==> src/pmw_pkg.sv <==
package pmw_pkg;

	// ****************************************
	// Clock rates and timing
	// ****************************************
	localparam int CLK_HZ = 50_000_000;
	localparam int IRC_HZ = 4_000_000;
	localparam int HZ_PER_MHZ = 1_000_000;
	localparam int CLK_MHZ = CLK_HZ / HZ_PER_MHZ;
	localparam int IRC_MHZ = IRC_HZ / HZ_PER_MHZ;
	localparam int USB_CLK_MHZ = 48;
	localparam int CNT_W = 13;
	localparam int IRC_START_US = 60;
	localparam int FLASH_START_US = 100;
	// A least time: the clk count is us times whole MHz, with no rounding up.
	localparam logic [CNT_W-1:0] IRC_START_CYC = CNT_W'(IRC_START_US * CLK_MHZ);
	localparam logic [CNT_W-1:0] FLASH_IRC_CYC = CNT_W'(FLASH_START_US * IRC_MHZ);
	localparam logic [CNT_W-1:0] DS_IRC_WAKE_CYC = 13'h0004;
	localparam logic [CNT_W-1:0] DS_XTAL_WAKE_CYC = 13'h1000;
	localparam logic [CNT_W-1:0] PD_IRC_SETTLE_CYC = 13'h0004;
	localparam logic [CNT_W-1:0] XTAL_CHECK_CYC = 13'h1000;
	localparam logic [CNT_W-1:0] CNT_ONE = 13'h0001;

	// ****************************************
	// Modes, clock output and synchroniser slots
	// ****************************************
	localparam logic [1:0] MODE_SLEEP = 2'h0;
	localparam logic [1:0] MODE_DSLEEP = 2'h1;
	localparam logic [1:0] MODE_PDOWN = 2'h2;
	localparam logic [2:0] CLKOUT_CPU = 3'h0;
	localparam logic [2:0] CLKOUT_IRC = 3'h1;
	localparam logic [2:0] CLKOUT_XTAL = 3'h2;
	localparam logic [2:0] CLKOUT_RTC = 3'h3;
	localparam logic [2:0] CLKOUT_USB = 3'h4;
	localparam int SI_IRC = 0;
	localparam int SI_XTAL = 1;
	localparam int SI_RTC = 2;
	localparam int SI_USB = 3;
	localparam int SI_LOCK = 4;
	localparam int SI_ALARM = 5;
	localparam int SI_RSTPIN = 6;
	localparam int SI_DPD = 7;
	localparam int SI_N = 8;
	localparam int NIRQ = 8;
	localparam int NPER = 4;
	localparam int DIV_W = 2;
	localparam int PDIV_W = 3;
	localparam logic [PDIV_W-1:0] PDIV_ONE = 3'h1;

	typedef enum logic [2:0] {ST_RUN, ST_SLEEP, ST_DSLEEP, ST_PDOWN, ST_PD_START, ST_WAKE, ST_DPD} pmw_state_t;

	typedef struct packed {
		logic core_clk_en;
		logic irc_out_en;
		logic irc_pwr;
		logic xtal_pwr;
		logic main_pll_off;
		logic flash_pwr;
		logic pins_hold;
		logic rtc_osc_run;
		logic core_pwr;
	} pmw_pwr_t;

	typedef struct packed {
		logic cpu_on_xtal;
		logic xtal_ready;
		logic flash_ready;
		logic usb_pll_pwr;
		logic usb_on_usb_pll;
		logic div_clr;
		logic in_low_power;
		logic wake_evt;
	} pmw_stat_t;

endpackage : pmw_pkg

==> src/pmw_ctrl.sv <==
`timescale 1ns/1ns
// Contract
// - USB PLL off and unpowered after reset; USB uses main PLL 48 MHz meanwhile.
// - USB PLL fed only from main oscillator, feeds only the USB block.
// - Clock output selects CPU, RC, crystal, RTC or USB clock.
// - After power-up or power-down wake, run from the 4 MHz RC oscillator.
// - Crystal use held off until checked after reset and power-down wake.
// - Exactly four reduced-power modes: sleep, deep-sleep, power-down, deep power-down.
// - Sleep gates only the core clock; any interrupt resumes.
// - Deep-sleep stops main oscillator and clocks, holds pins, keeps flash power.
// - Deep-sleep gates RC output but keeps it powered; RTC oscillator runs.
// - Deep-sleep entry turns PLL off and clears CPU and USB dividers.
// - Deep-sleep left only by reset or clockless wake interrupts.
// - Deep-sleep wake waits 4 RC cycles or 4096 crystal cycles.
// - Power-down also removes RC oscillator and flash power.
// - Power-down wake allows 60 us RC start then 4 RC cycles.
// - Flash timer counts RC cycles for 100 us, blocking flash until done.
// - Deep power-down entered only from RTC; only RTC and reset pin powered.
// - Deep power-down left only by reset pin or RTC alarm.
// - Interrupt controller hands an enabled, high-priority mask at clock-stopped entry.
// - Wake monitor wakes the CPU on any masked interrupt, without polling.
// - Each peripheral has its own divider and clock gate.
module pmw_ctrl
	import pmw_pkg::*;
(
	input wire logic clk,
	input wire logic rst_n,
	input wire logic wfi_req,
	input wire logic [1:0] mode_sel,
	input wire logic xtal_en,
	input wire logic use_xtal,
	input wire logic usb_pll_en,
	input wire logic [2:0] clkout_sel,
	input wire logic [NIRQ-1:0] irq_pend,
	input wire logic [NIRQ-1:0] irq_wake_mask,
	input wire logic rtc_dpd_req,
	input wire logic rtc_alarm,
	input wire logic ext_reset_n,
	input wire logic irc_clk_in,
	input wire logic xtal_clk_in,
	input wire logic rtc_clk_in,
	input wire logic usb_clk_in,
	input wire logic usb_pll_lock,
	input wire logic [NPER-1:0] per_gate_en,
	input wire logic [NPER-1:0][DIV_W-1:0] per_div_sel,
	output pmw_pwr_t pwr,
	output pmw_stat_t stat,
	output logic clkout,
	output logic [NPER-1:0] per_clk_en
);

	// ****************************************
	// Helpers
	// ****************************************
	function automatic logic clocks_stopped(input pmw_state_t s);
		clocks_stopped = (s == ST_DSLEEP) || (s == ST_PDOWN) || (s == ST_PD_START) || (s == ST_WAKE) || (s == ST_DPD);
	endfunction : clocks_stopped

	function automatic logic [PDIV_W-1:0] div_last(input logic [DIV_W-1:0] sel);
		div_last = PDIV_W'((PDIV_ONE << sel) - PDIV_ONE);
	endfunction : div_last

	// ****************************************
	// Synchronisers for pins and foreign clocks
	// ****************************************
	// Sampling at 50 MHz resolves the crystal only up to about 25 MHz.
	logic [SI_N-1:0] async_in;
	logic [SI_N-1:0] sync1_ff;
	logic [SI_N-1:0] sync2_ff;
	logic [SI_N-1:0] sync3_ff;
	logic [SI_N-1:0] rise;

	assign async_in[SI_IRC] = irc_clk_in;
	assign async_in[SI_XTAL] = xtal_clk_in;
	assign async_in[SI_RTC] = rtc_clk_in;
	assign async_in[SI_USB] = usb_clk_in;
	assign async_in[SI_LOCK] = usb_pll_lock;
	assign async_in[SI_ALARM] = rtc_alarm;
	assign async_in[SI_RSTPIN] = ext_reset_n;
	assign async_in[SI_DPD] = rtc_dpd_req;

	always_ff @(posedge clk or negedge rst_n)
	begin
		if (!rst_n)
		begin
			sync1_ff <= '0;
			sync2_ff <= '0;
			sync3_ff <= '0;
		end
		else
		begin
			sync1_ff <= async_in;
			sync2_ff <= sync1_ff;
			sync3_ff <= sync2_ff;
		end
	end

	assign rise = sync2_ff & ~sync3_ff;

	// ****************************************
	// Mode sequencer
	// ****************************************
	pmw_state_t state_ff;
	pmw_state_t nxt_state;
	logic [CNT_W-1:0] cnt_ff;
	logic [CNT_W-1:0] nxt_cnt;
	logic [NIRQ-1:0] mask_ff;
	logic from_xtal_ff;
	logic cpu_on_xtal_ff;
	logic wake_hit;
	logic irq_any;
	logic wake_tick;
	logic [CNT_W-1:0] wake_last;
	logic dpd_exit;
	logic entering;

	assign wake_hit = |(irq_pend & mask_ff);
	assign irq_any = |irq_pend;
	assign wake_tick = from_xtal_ff ? rise[SI_XTAL] : rise[SI_IRC];
	assign wake_last = from_xtal_ff ? (DS_XTAL_WAKE_CYC - CNT_ONE) : (DS_IRC_WAKE_CYC - CNT_ONE);
	assign dpd_exit = rise[SI_ALARM] | ~sync2_ff[SI_RSTPIN];
	assign entering = (state_ff == ST_RUN) && (nxt_state != ST_RUN);

	always_comb
	begin
		nxt_state = state_ff;
		nxt_cnt = cnt_ff;
		case (state_ff)
			ST_RUN:
			begin
				nxt_cnt = '0;
				if (sync2_ff[SI_DPD])
					nxt_state = ST_DPD;
				else if (wfi_req)
				begin
					case (mode_sel)
						MODE_DSLEEP: nxt_state = ST_DSLEEP;
						MODE_PDOWN: nxt_state = ST_PDOWN;
						default: nxt_state = ST_SLEEP;
					endcase
				end
			end
			ST_SLEEP:
			begin
				if (irq_any)
					nxt_state = ST_RUN;
			end
			ST_DSLEEP:
			begin
				if (wake_hit)
					nxt_state = ST_WAKE;
			end
			ST_PDOWN:
			begin
				if (wake_hit)
					nxt_state = ST_PD_START;
			end
			ST_PD_START:
			begin
				nxt_cnt = CNT_W'(cnt_ff + CNT_ONE);
				if (cnt_ff == IRC_START_CYC - CNT_ONE)
				begin
					nxt_state = ST_WAKE;
					nxt_cnt = '0;
				end
			end
			ST_WAKE:
			begin
				if (wake_tick)
				begin
					nxt_cnt = CNT_W'(cnt_ff + CNT_ONE);
					if (cnt_ff == wake_last)
						nxt_state = ST_RUN;
				end
			end
			ST_DPD:
			begin
				if (dpd_exit)
					nxt_state = ST_RUN;
			end
			default: nxt_state = ST_RUN;
		endcase
	end

	always_ff @(posedge clk or negedge rst_n)
	begin
		if (!rst_n)
		begin
			state_ff <= ST_RUN;
			cnt_ff <= '0;
		end
		else
		begin
			state_ff <= nxt_state;
			cnt_ff <= nxt_cnt;
		end
	end

	// The mask is a snapshot; later priority changes do not reach a sleeping core.
	always_ff @(posedge clk or negedge rst_n)
	begin
		if (!rst_n)
		begin
			mask_ff <= '0;
			from_xtal_ff <= 1'b0;
		end
		else if (entering)
		begin
			mask_ff <= irq_wake_mask;
			from_xtal_ff <= (nxt_state == ST_DSLEEP) && cpu_on_xtal_ff;
		end
	end

	// ****************************************
	// Oscillator, flash and power gating
	// ****************************************
	logic xtal_pwr;
	logic flash_pwr;
	logic [CNT_W-1:0] xtal_cnt_ff;
	logic xtal_ready_ff;
	logic [CNT_W-1:0] flash_cnt_ff;
	logic flash_ready_ff;
	logic div_clr_ff;
	logic wake_evt_ff;
	logic usb_pll_pwr_ff;
	logic usb_on_pll_ff;

	assign xtal_pwr = xtal_en && ((state_ff == ST_RUN) || (state_ff == ST_SLEEP) || (state_ff == ST_WAKE));
	assign flash_pwr = (state_ff != ST_PDOWN) && (state_ff != ST_PD_START) && (state_ff != ST_DPD);

	always_ff @(posedge clk or negedge rst_n)
	begin
		if (!rst_n)
		begin
			xtal_cnt_ff <= '0;
			xtal_ready_ff <= 1'b0;
		end
		else if (!xtal_pwr)
		begin
			xtal_cnt_ff <= '0;
			xtal_ready_ff <= 1'b0;
		end
		else if (!xtal_ready_ff && rise[SI_XTAL])
		begin
			xtal_cnt_ff <= CNT_W'(xtal_cnt_ff + CNT_ONE);
			xtal_ready_ff <= (xtal_cnt_ff == XTAL_CHECK_CYC - CNT_ONE);
		end
	end

	always_ff @(posedge clk or negedge rst_n)
	begin
		if (!rst_n)
		begin
			flash_cnt_ff <= '0;
			flash_ready_ff <= 1'b0;
		end
		else if (!flash_pwr)
		begin
			flash_cnt_ff <= '0;
			flash_ready_ff <= 1'b0;
		end
		else if (!flash_ready_ff && rise[SI_IRC])
		begin
			flash_cnt_ff <= CNT_W'(flash_cnt_ff + CNT_ONE);
			flash_ready_ff <= (flash_cnt_ff == FLASH_IRC_CYC - CNT_ONE);
		end
	end

	// Software must still request the crystal; the gate only refuses an unchecked one.
	always_ff @(posedge clk or negedge rst_n)
	begin
		if (!rst_n)
		begin
			cpu_on_xtal_ff <= 1'b0;
			div_clr_ff <= 1'b0;
			wake_evt_ff <= 1'b0;
			usb_pll_pwr_ff <= 1'b0;
			usb_on_pll_ff <= 1'b0;
		end
		else
		begin
			cpu_on_xtal_ff <= use_xtal && xtal_ready_ff;
			div_clr_ff <= entering && ((nxt_state == ST_DSLEEP) || (nxt_state == ST_PDOWN));
			wake_evt_ff <= (state_ff != ST_RUN) && (nxt_state == ST_RUN);
			usb_pll_pwr_ff <= usb_pll_en && xtal_pwr && !clocks_stopped(state_ff);
			usb_on_pll_ff <= usb_pll_en && xtal_pwr && usb_pll_pwr_ff && sync2_ff[SI_LOCK];
		end
	end

	// ****************************************
	// Outputs
	// ****************************************
	pmw_pwr_t nxt_pwr;
	pmw_pwr_t pwr_ff;

	always_comb
	begin
		nxt_pwr.core_clk_en = (nxt_state == ST_RUN);
		nxt_pwr.irc_out_en = !clocks_stopped(nxt_state) || (nxt_state == ST_WAKE);
		nxt_pwr.irc_pwr = (nxt_state != ST_PDOWN) && (nxt_state != ST_DPD);
		nxt_pwr.xtal_pwr = xtal_en && ((nxt_state == ST_RUN) || (nxt_state == ST_SLEEP) || (nxt_state == ST_WAKE));
		nxt_pwr.main_pll_off = clocks_stopped(nxt_state);
		nxt_pwr.flash_pwr = (nxt_state != ST_PDOWN) && (nxt_state != ST_PD_START) && (nxt_state != ST_DPD);
		nxt_pwr.pins_hold = clocks_stopped(nxt_state);
		nxt_pwr.rtc_osc_run = 1'b1;
		nxt_pwr.core_pwr = (nxt_state != ST_DPD);
	end

	always_ff @(posedge clk or negedge rst_n)
	begin
		if (!rst_n)
			pwr_ff <= '0;
		else
			pwr_ff <= nxt_pwr;
	end

	assign pwr = pwr_ff;
	assign stat.cpu_on_xtal = cpu_on_xtal_ff;
	assign stat.xtal_ready = xtal_ready_ff;
	assign stat.flash_ready = flash_ready_ff;
	assign stat.usb_pll_pwr = usb_pll_pwr_ff;
	assign stat.usb_on_usb_pll = usb_on_pll_ff;
	assign stat.div_clr = div_clr_ff;
	assign stat.in_low_power = !pwr_ff.core_clk_en;
	assign stat.wake_evt = wake_evt_ff;

	// ****************************************
	// Clock output select
	// ****************************************
	logic nxt_clkout;
	logic clkout_ff;
	logic cpu_level;

	assign cpu_level = pwr_ff.core_clk_en && (cpu_on_xtal_ff ? sync2_ff[SI_XTAL] : sync2_ff[SI_IRC]);

	always_comb
	begin
		case (clkout_sel)
			CLKOUT_CPU: nxt_clkout = cpu_level;
			CLKOUT_IRC: nxt_clkout = sync2_ff[SI_IRC] && pwr_ff.irc_out_en;
			CLKOUT_XTAL: nxt_clkout = sync2_ff[SI_XTAL];
			CLKOUT_RTC: nxt_clkout = sync2_ff[SI_RTC];
			CLKOUT_USB: nxt_clkout = sync2_ff[SI_USB];
			default: nxt_clkout = 1'b0;
		endcase
	end

	always_ff @(posedge clk or negedge rst_n)
	begin
		if (!rst_n)
			clkout_ff <= 1'b0;
		else
			clkout_ff <= nxt_clkout;
	end

	assign clkout = clkout_ff;

	// ****************************************
	// Peripheral dividers and gates
	// ****************************************
	genvar gi;
	generate
		for (gi = 0; gi < NPER; gi++)
		begin : g_per
			logic [PDIV_W-1:0] pcnt_ff;
			logic pen_ff;
			logic run;
			logic hit;

			assign run = per_gate_en[gi] && !clocks_stopped(state_ff);
			assign hit = (pcnt_ff >= div_last(per_div_sel[gi]));

			always_ff @(posedge clk or negedge rst_n)
			begin
				if (!rst_n)
				begin
					pcnt_ff <= '0;
					pen_ff <= 1'b0;
				end
				else
				begin
					pcnt_ff <= (!run || hit) ? '0 : PDIV_W'(pcnt_ff + PDIV_ONE);
					pen_ff <= run && hit;
				end
			end

			assign per_clk_en[gi] = pen_ff;
		end
	endgenerate

endmodule : pmw_ctrl

==> config.mk <==
export PLATFORM = sky130hd
export DESIGN_NAME = pmw_ctrl
export DESIGN_NICKNAME = d
export VERILOG_FILES = /design/src/pmw_pkg.sv /design/src/pmw_ctrl.sv
export SDC_FILE = /design/constraint.sdc
export NUM_CORES = 1
export LEC_CHECK = 0
export BUFFER_PORTS_ARGS = -buffer_cell sky130_fd_sc_hd__buf_4
export CAP_MARGIN = 30
export CORE_MARGIN = 1
export CORE_UTILIZATION = 40
export DETAILED_ROUTE_END_ITERATION = 16
export PLACE_DENSITY = 0.63
export SYNTH_ARGS = -nofsm -noshare
export SYNTH_HDL_FRONTEND = slang
export SYNTH_SLANG_ARGS = --single-unit
==> constraint.sdc <==
create_clock -name clk -period 3.2 [get_ports clk]
set_input_delay 0 -clock clk [delete_from_list [all_inputs] [get_ports clk]]
set_output_delay 0 -clock clk [all_outputs]
set_load 0.05 [all_outputs]
==> metrics <==
outcome finished clean; commonest cells after routing, fill and taps aside 102 x dfrtp_1, 74 x buf_4, 61 x nor2_1, 28 x nand2_1, 26 x dlygate4sd3_1; setup_tns 0 ns; Synth Area in Compound Gates 0.09934; first-pass GRT wire length approximately 17000 um; RSZ-0062 raised after global routing no; H-tree Lvls 3; Worst R2R Path Depth 5; Filler cells ~1100; Async SR Flop Fraction 1.000; CP top delay family compound AO/OA/AOI/OAI gates; Max Clk Rate between 300 and 400 MHz; die extent in y 112.8 um; die footprint 12730 um2; Buf+Inv Stages, Crit Path 0; Fin Clk Skew 0.01001 ns; Total Wirelength 10030 um; worst hold path class in -> async; antenna diode count 0; Area Growth Syn to Fin 24.89%; Post-CTS Setup Repair Bufs 0; Slowest Stage Delay on Critical Path around 0.57 ns; Synth Cell Area ~4900 um2; Max-slew headroom 0.2590; width of the die around 110 um; grt total ovfl 0; initial core utilization 0.4090; Mean Syn Cell Area approximately 11 um2; met2 wire length 5012 um; Tmin final 2.652 ns; Placed Area 5544 um2; vias roughly 3600; std cell rows 40; Design Power around 4.2 mW; Mapped Cells ~470; Hold Vio Cnt, Final 0; Clock Sinks just over 100; Top FF cell, synth dfrtp_1; fin nets between 600 and 700; CTS resizes 0; CP arrival approximately 2.9 ns; Synth cell types 61; highest metal used met4; design area approximately 6000 um2; Core Box Area 12010 um2; Setup crit end kind register; drc violations 0; Startpoint Class register; CP max FO 18; Root Driver clkbuf_16; Ys Warns 0; Syn Nets ~540; simple-gate share of the synthesized area 0.1842; vias in the first global route around 3700; Synth Area in XOR/XNOR 0.06597; TritonCTS Buffers 9; Seq/Total Area, Yosys 0.5196; Buffers on Ports a little under 70; GP Congestion approximately 0.9; critical path type reg -> reg; P_leak between 2 and 3 nW; count of state elements after synthesis 102; Overall Global Routing Usage 0.1693; DP HPWL just over 7000 um; Post-synth EDFFs 0; max cap viols 0; largest net degree at the start of global routing between 50 and 60; Routed WL per cell roughly 14 um; register area approximately 2600 um2; Slew Limit Fails 0; Final ANT Viol Nets 0; Worst Max-Slew Pin Slew approximately 1.1 ns; Synth Area in Adders 0.05604; final design utilization 0.5107; mux cell area share after synthesis 0.02674; Boundary Pins between 60 and 70; most common cell after layout, fill and taps aside dfrtp_1; initial antenna violation count 0; Longest Clk Path Bufs 2; drt pass-1 iters 4; Final period util 0.8288; CP Depth 5; Iteration-0 DRC Markers between 200 and 250; worst path cell trace or2_4, or3_4, o31a_4, a211oi_4, mux2_2; worst path required time about 3.4 ns; layout cells sized above 1 0.1993; wl on met1 4634 um; CTS clock-pin slew for the worst setup and hold paths 0.07 ns; Peak VDD IR 298.8 uV; Crit-path slowest cell dfrtp_1; clock tree from TritonCTS yes; P per Cell Area 690.4 nW/um2; multi-input logic area 2127 um2; Clock Latency Late Sink 0.35 ns; Via-to-Cell Ratio about 5.1; final setup vio count 0; metal3 WL 237 um; largest family of logic cells by synthesized area simple AND/OR/NAND/NOR gates
-- where the power goes --
group	total, mW	switching (mW)	internal [mW]
Sequential	1.66	0.180	1.48
Combinational	1.39	0.826	0.569
Clock	1.18	0.487	0.696
Total	4.24	1.49	2.74
-- through the flow --
step                      setup slack [ns]  std cells  hold WS, ns
after floorplan                     0.9360        467      -0.2956
after global placement              0.6628        666       0.1102
after detailed placement            0.6035        667     -0.03370
after CTS                           0.5861        709       0.1140
after global routing                0.4469        709       0.1376
final                               0.5477        709       0.1293
-- cells in the mapped netlist, types with 2 or more instances --
| library cell | number | share of area |
|---|---|---|
| a21oi_1 | 10 | 0.010 |
| nand4_1 | 10 | 0.013 |
| dfrtp_1 | 102 | 0.52 |
| or2_2 | 6 | 0.0076 |
| a2111oi_0 | 5 | 0.0089 |
| nor2_1 | 61 | 0.047 |
| buf_4 | 12 | 0.018 |
| ha_1 | 22 | 0.056 |
| and4_1 | 3 | 0.0053 |
| nand3b_1 | 3 | 0.0046 |
| inv_1 | 25 | 0.019 |
| a21o_1 | 6 | 0.0092 |
| a31oi_1 | 2 | 0.0025 |
| nand4b_1 | 2 | 0.0036 |
| nor4_1 | 5 | 0.0064 |
| nor2b_1 | 3 | 0.0038 |
| nand2_1 | 28 | 0.021 |
| and3_1 | 2 | 0.0025 |
| xnor2_1 | 24 | 0.043 |
| nand4bb_1 | 2 | 0.0046 |
| mux2_2 | 9 | 0.021 |
| or3_1 | 5 | 0.0064 |
| clkbuf_1 | 9 | 0.0069 |
| nor3b_1 | 4 | 0.0061 |
| a211oi_1 | 5 | 0.0076 |
| a22oi_1 | 6 | 0.0092 |
| o21ai_0 | 12 | 0.012 |
| o21bai_1 | 2 | 0.0031 |
| nand2b_1 | 11 | 0.014 |
| xor2_1 | 13 | 0.023 |
| nand3_1 | 13 | 0.013 |
| nor3_1 | 12 | 0.012 |
| mux2i_1 | 3 | 0.0061 |
| and2_1 | 3 | 0.0038 |
-- worst register-to-register path, stage by stage, from the launching register on --
cell and delay [ns]:
dfrtp_1 0.57, or2_4 0.35, or3_4 0.34, o31a_4 0.31, a211oi_4 0.57, mux2_2 0.41
-- cell type report --
cell class / count / share of cell area
well taps: 147 / 0.02998
inverters: 26 / 0.01591
clock inverters: 7 / 0.01713
multi-input cells: 317 / 0.3467
repair buffers: 101 / 0.1375
clock buffers: 9 / 0.03671
flip-flops and latches: 102 / 0.4161
-- state kept, by name, indices dropped and copies added (netlist names), 3 cells and up --
register	cells
cnt_ff	13
xtal_cnt_ff	13
state_ff	3
mask_ff	8
g_per.pcnt_ff	12
pwr	8
sync1_ff	8
g_per.pen_ff	4
sync3_ff	3
flash_cnt_ff	13
sync2_ff	8
-- path summary, 6_finish.rpt --
kind                                   endpoint  slack [ns]      startpoint
min in group clk                g_per[2].pen_ff        0.13  per_div_sel[5]
worst max-delay path                 mask_ff[3]        0.55     state_ff[0]
max in group asynchronous       xtal_cnt_ff[10]        2.44           rst_n
worst min register to register      sync2_ff[1]        0.35     sync1_ff[1]
worst max register to register       mask_ff[3]        0.55     state_ff[0]
worst min-delay path                sync1_ff[7]        0.13           rst_n
-- kinds of logic (layout without fill, tap and decap cells) --
family,Yosys count,after routing
other,1,1
buffers and inverters,48,143
XOR/XNOR,37,37
AO/OA/AOI/OAI,67,67
adder cells (fa/ha/maj),22,22
flip-flops,102,102
AND/OR/NAND/NOR,178,178
multiplexers,12,12
-- per-layer routing --
| layer | track usage | vias to the layer above |
|---|---|---|
| li1 | - | 1778 |
| met1 | 0.2102 | 1756 |
| met2 | 0.2881 | 43 |
| met3 | 0.03803 | 15 |
| met4 | 0.06489 | 0 |
| met5 | 0 | - |
-- timing repair --
action / 4_1_cts / 5_1_grt
endpoints found under the hold margin: 118 / 0
endpoints found under the setup margin: 0 / 0
hold buffers: 26 / 0
No activity file was read; power rests on OpenSTA's default activity.
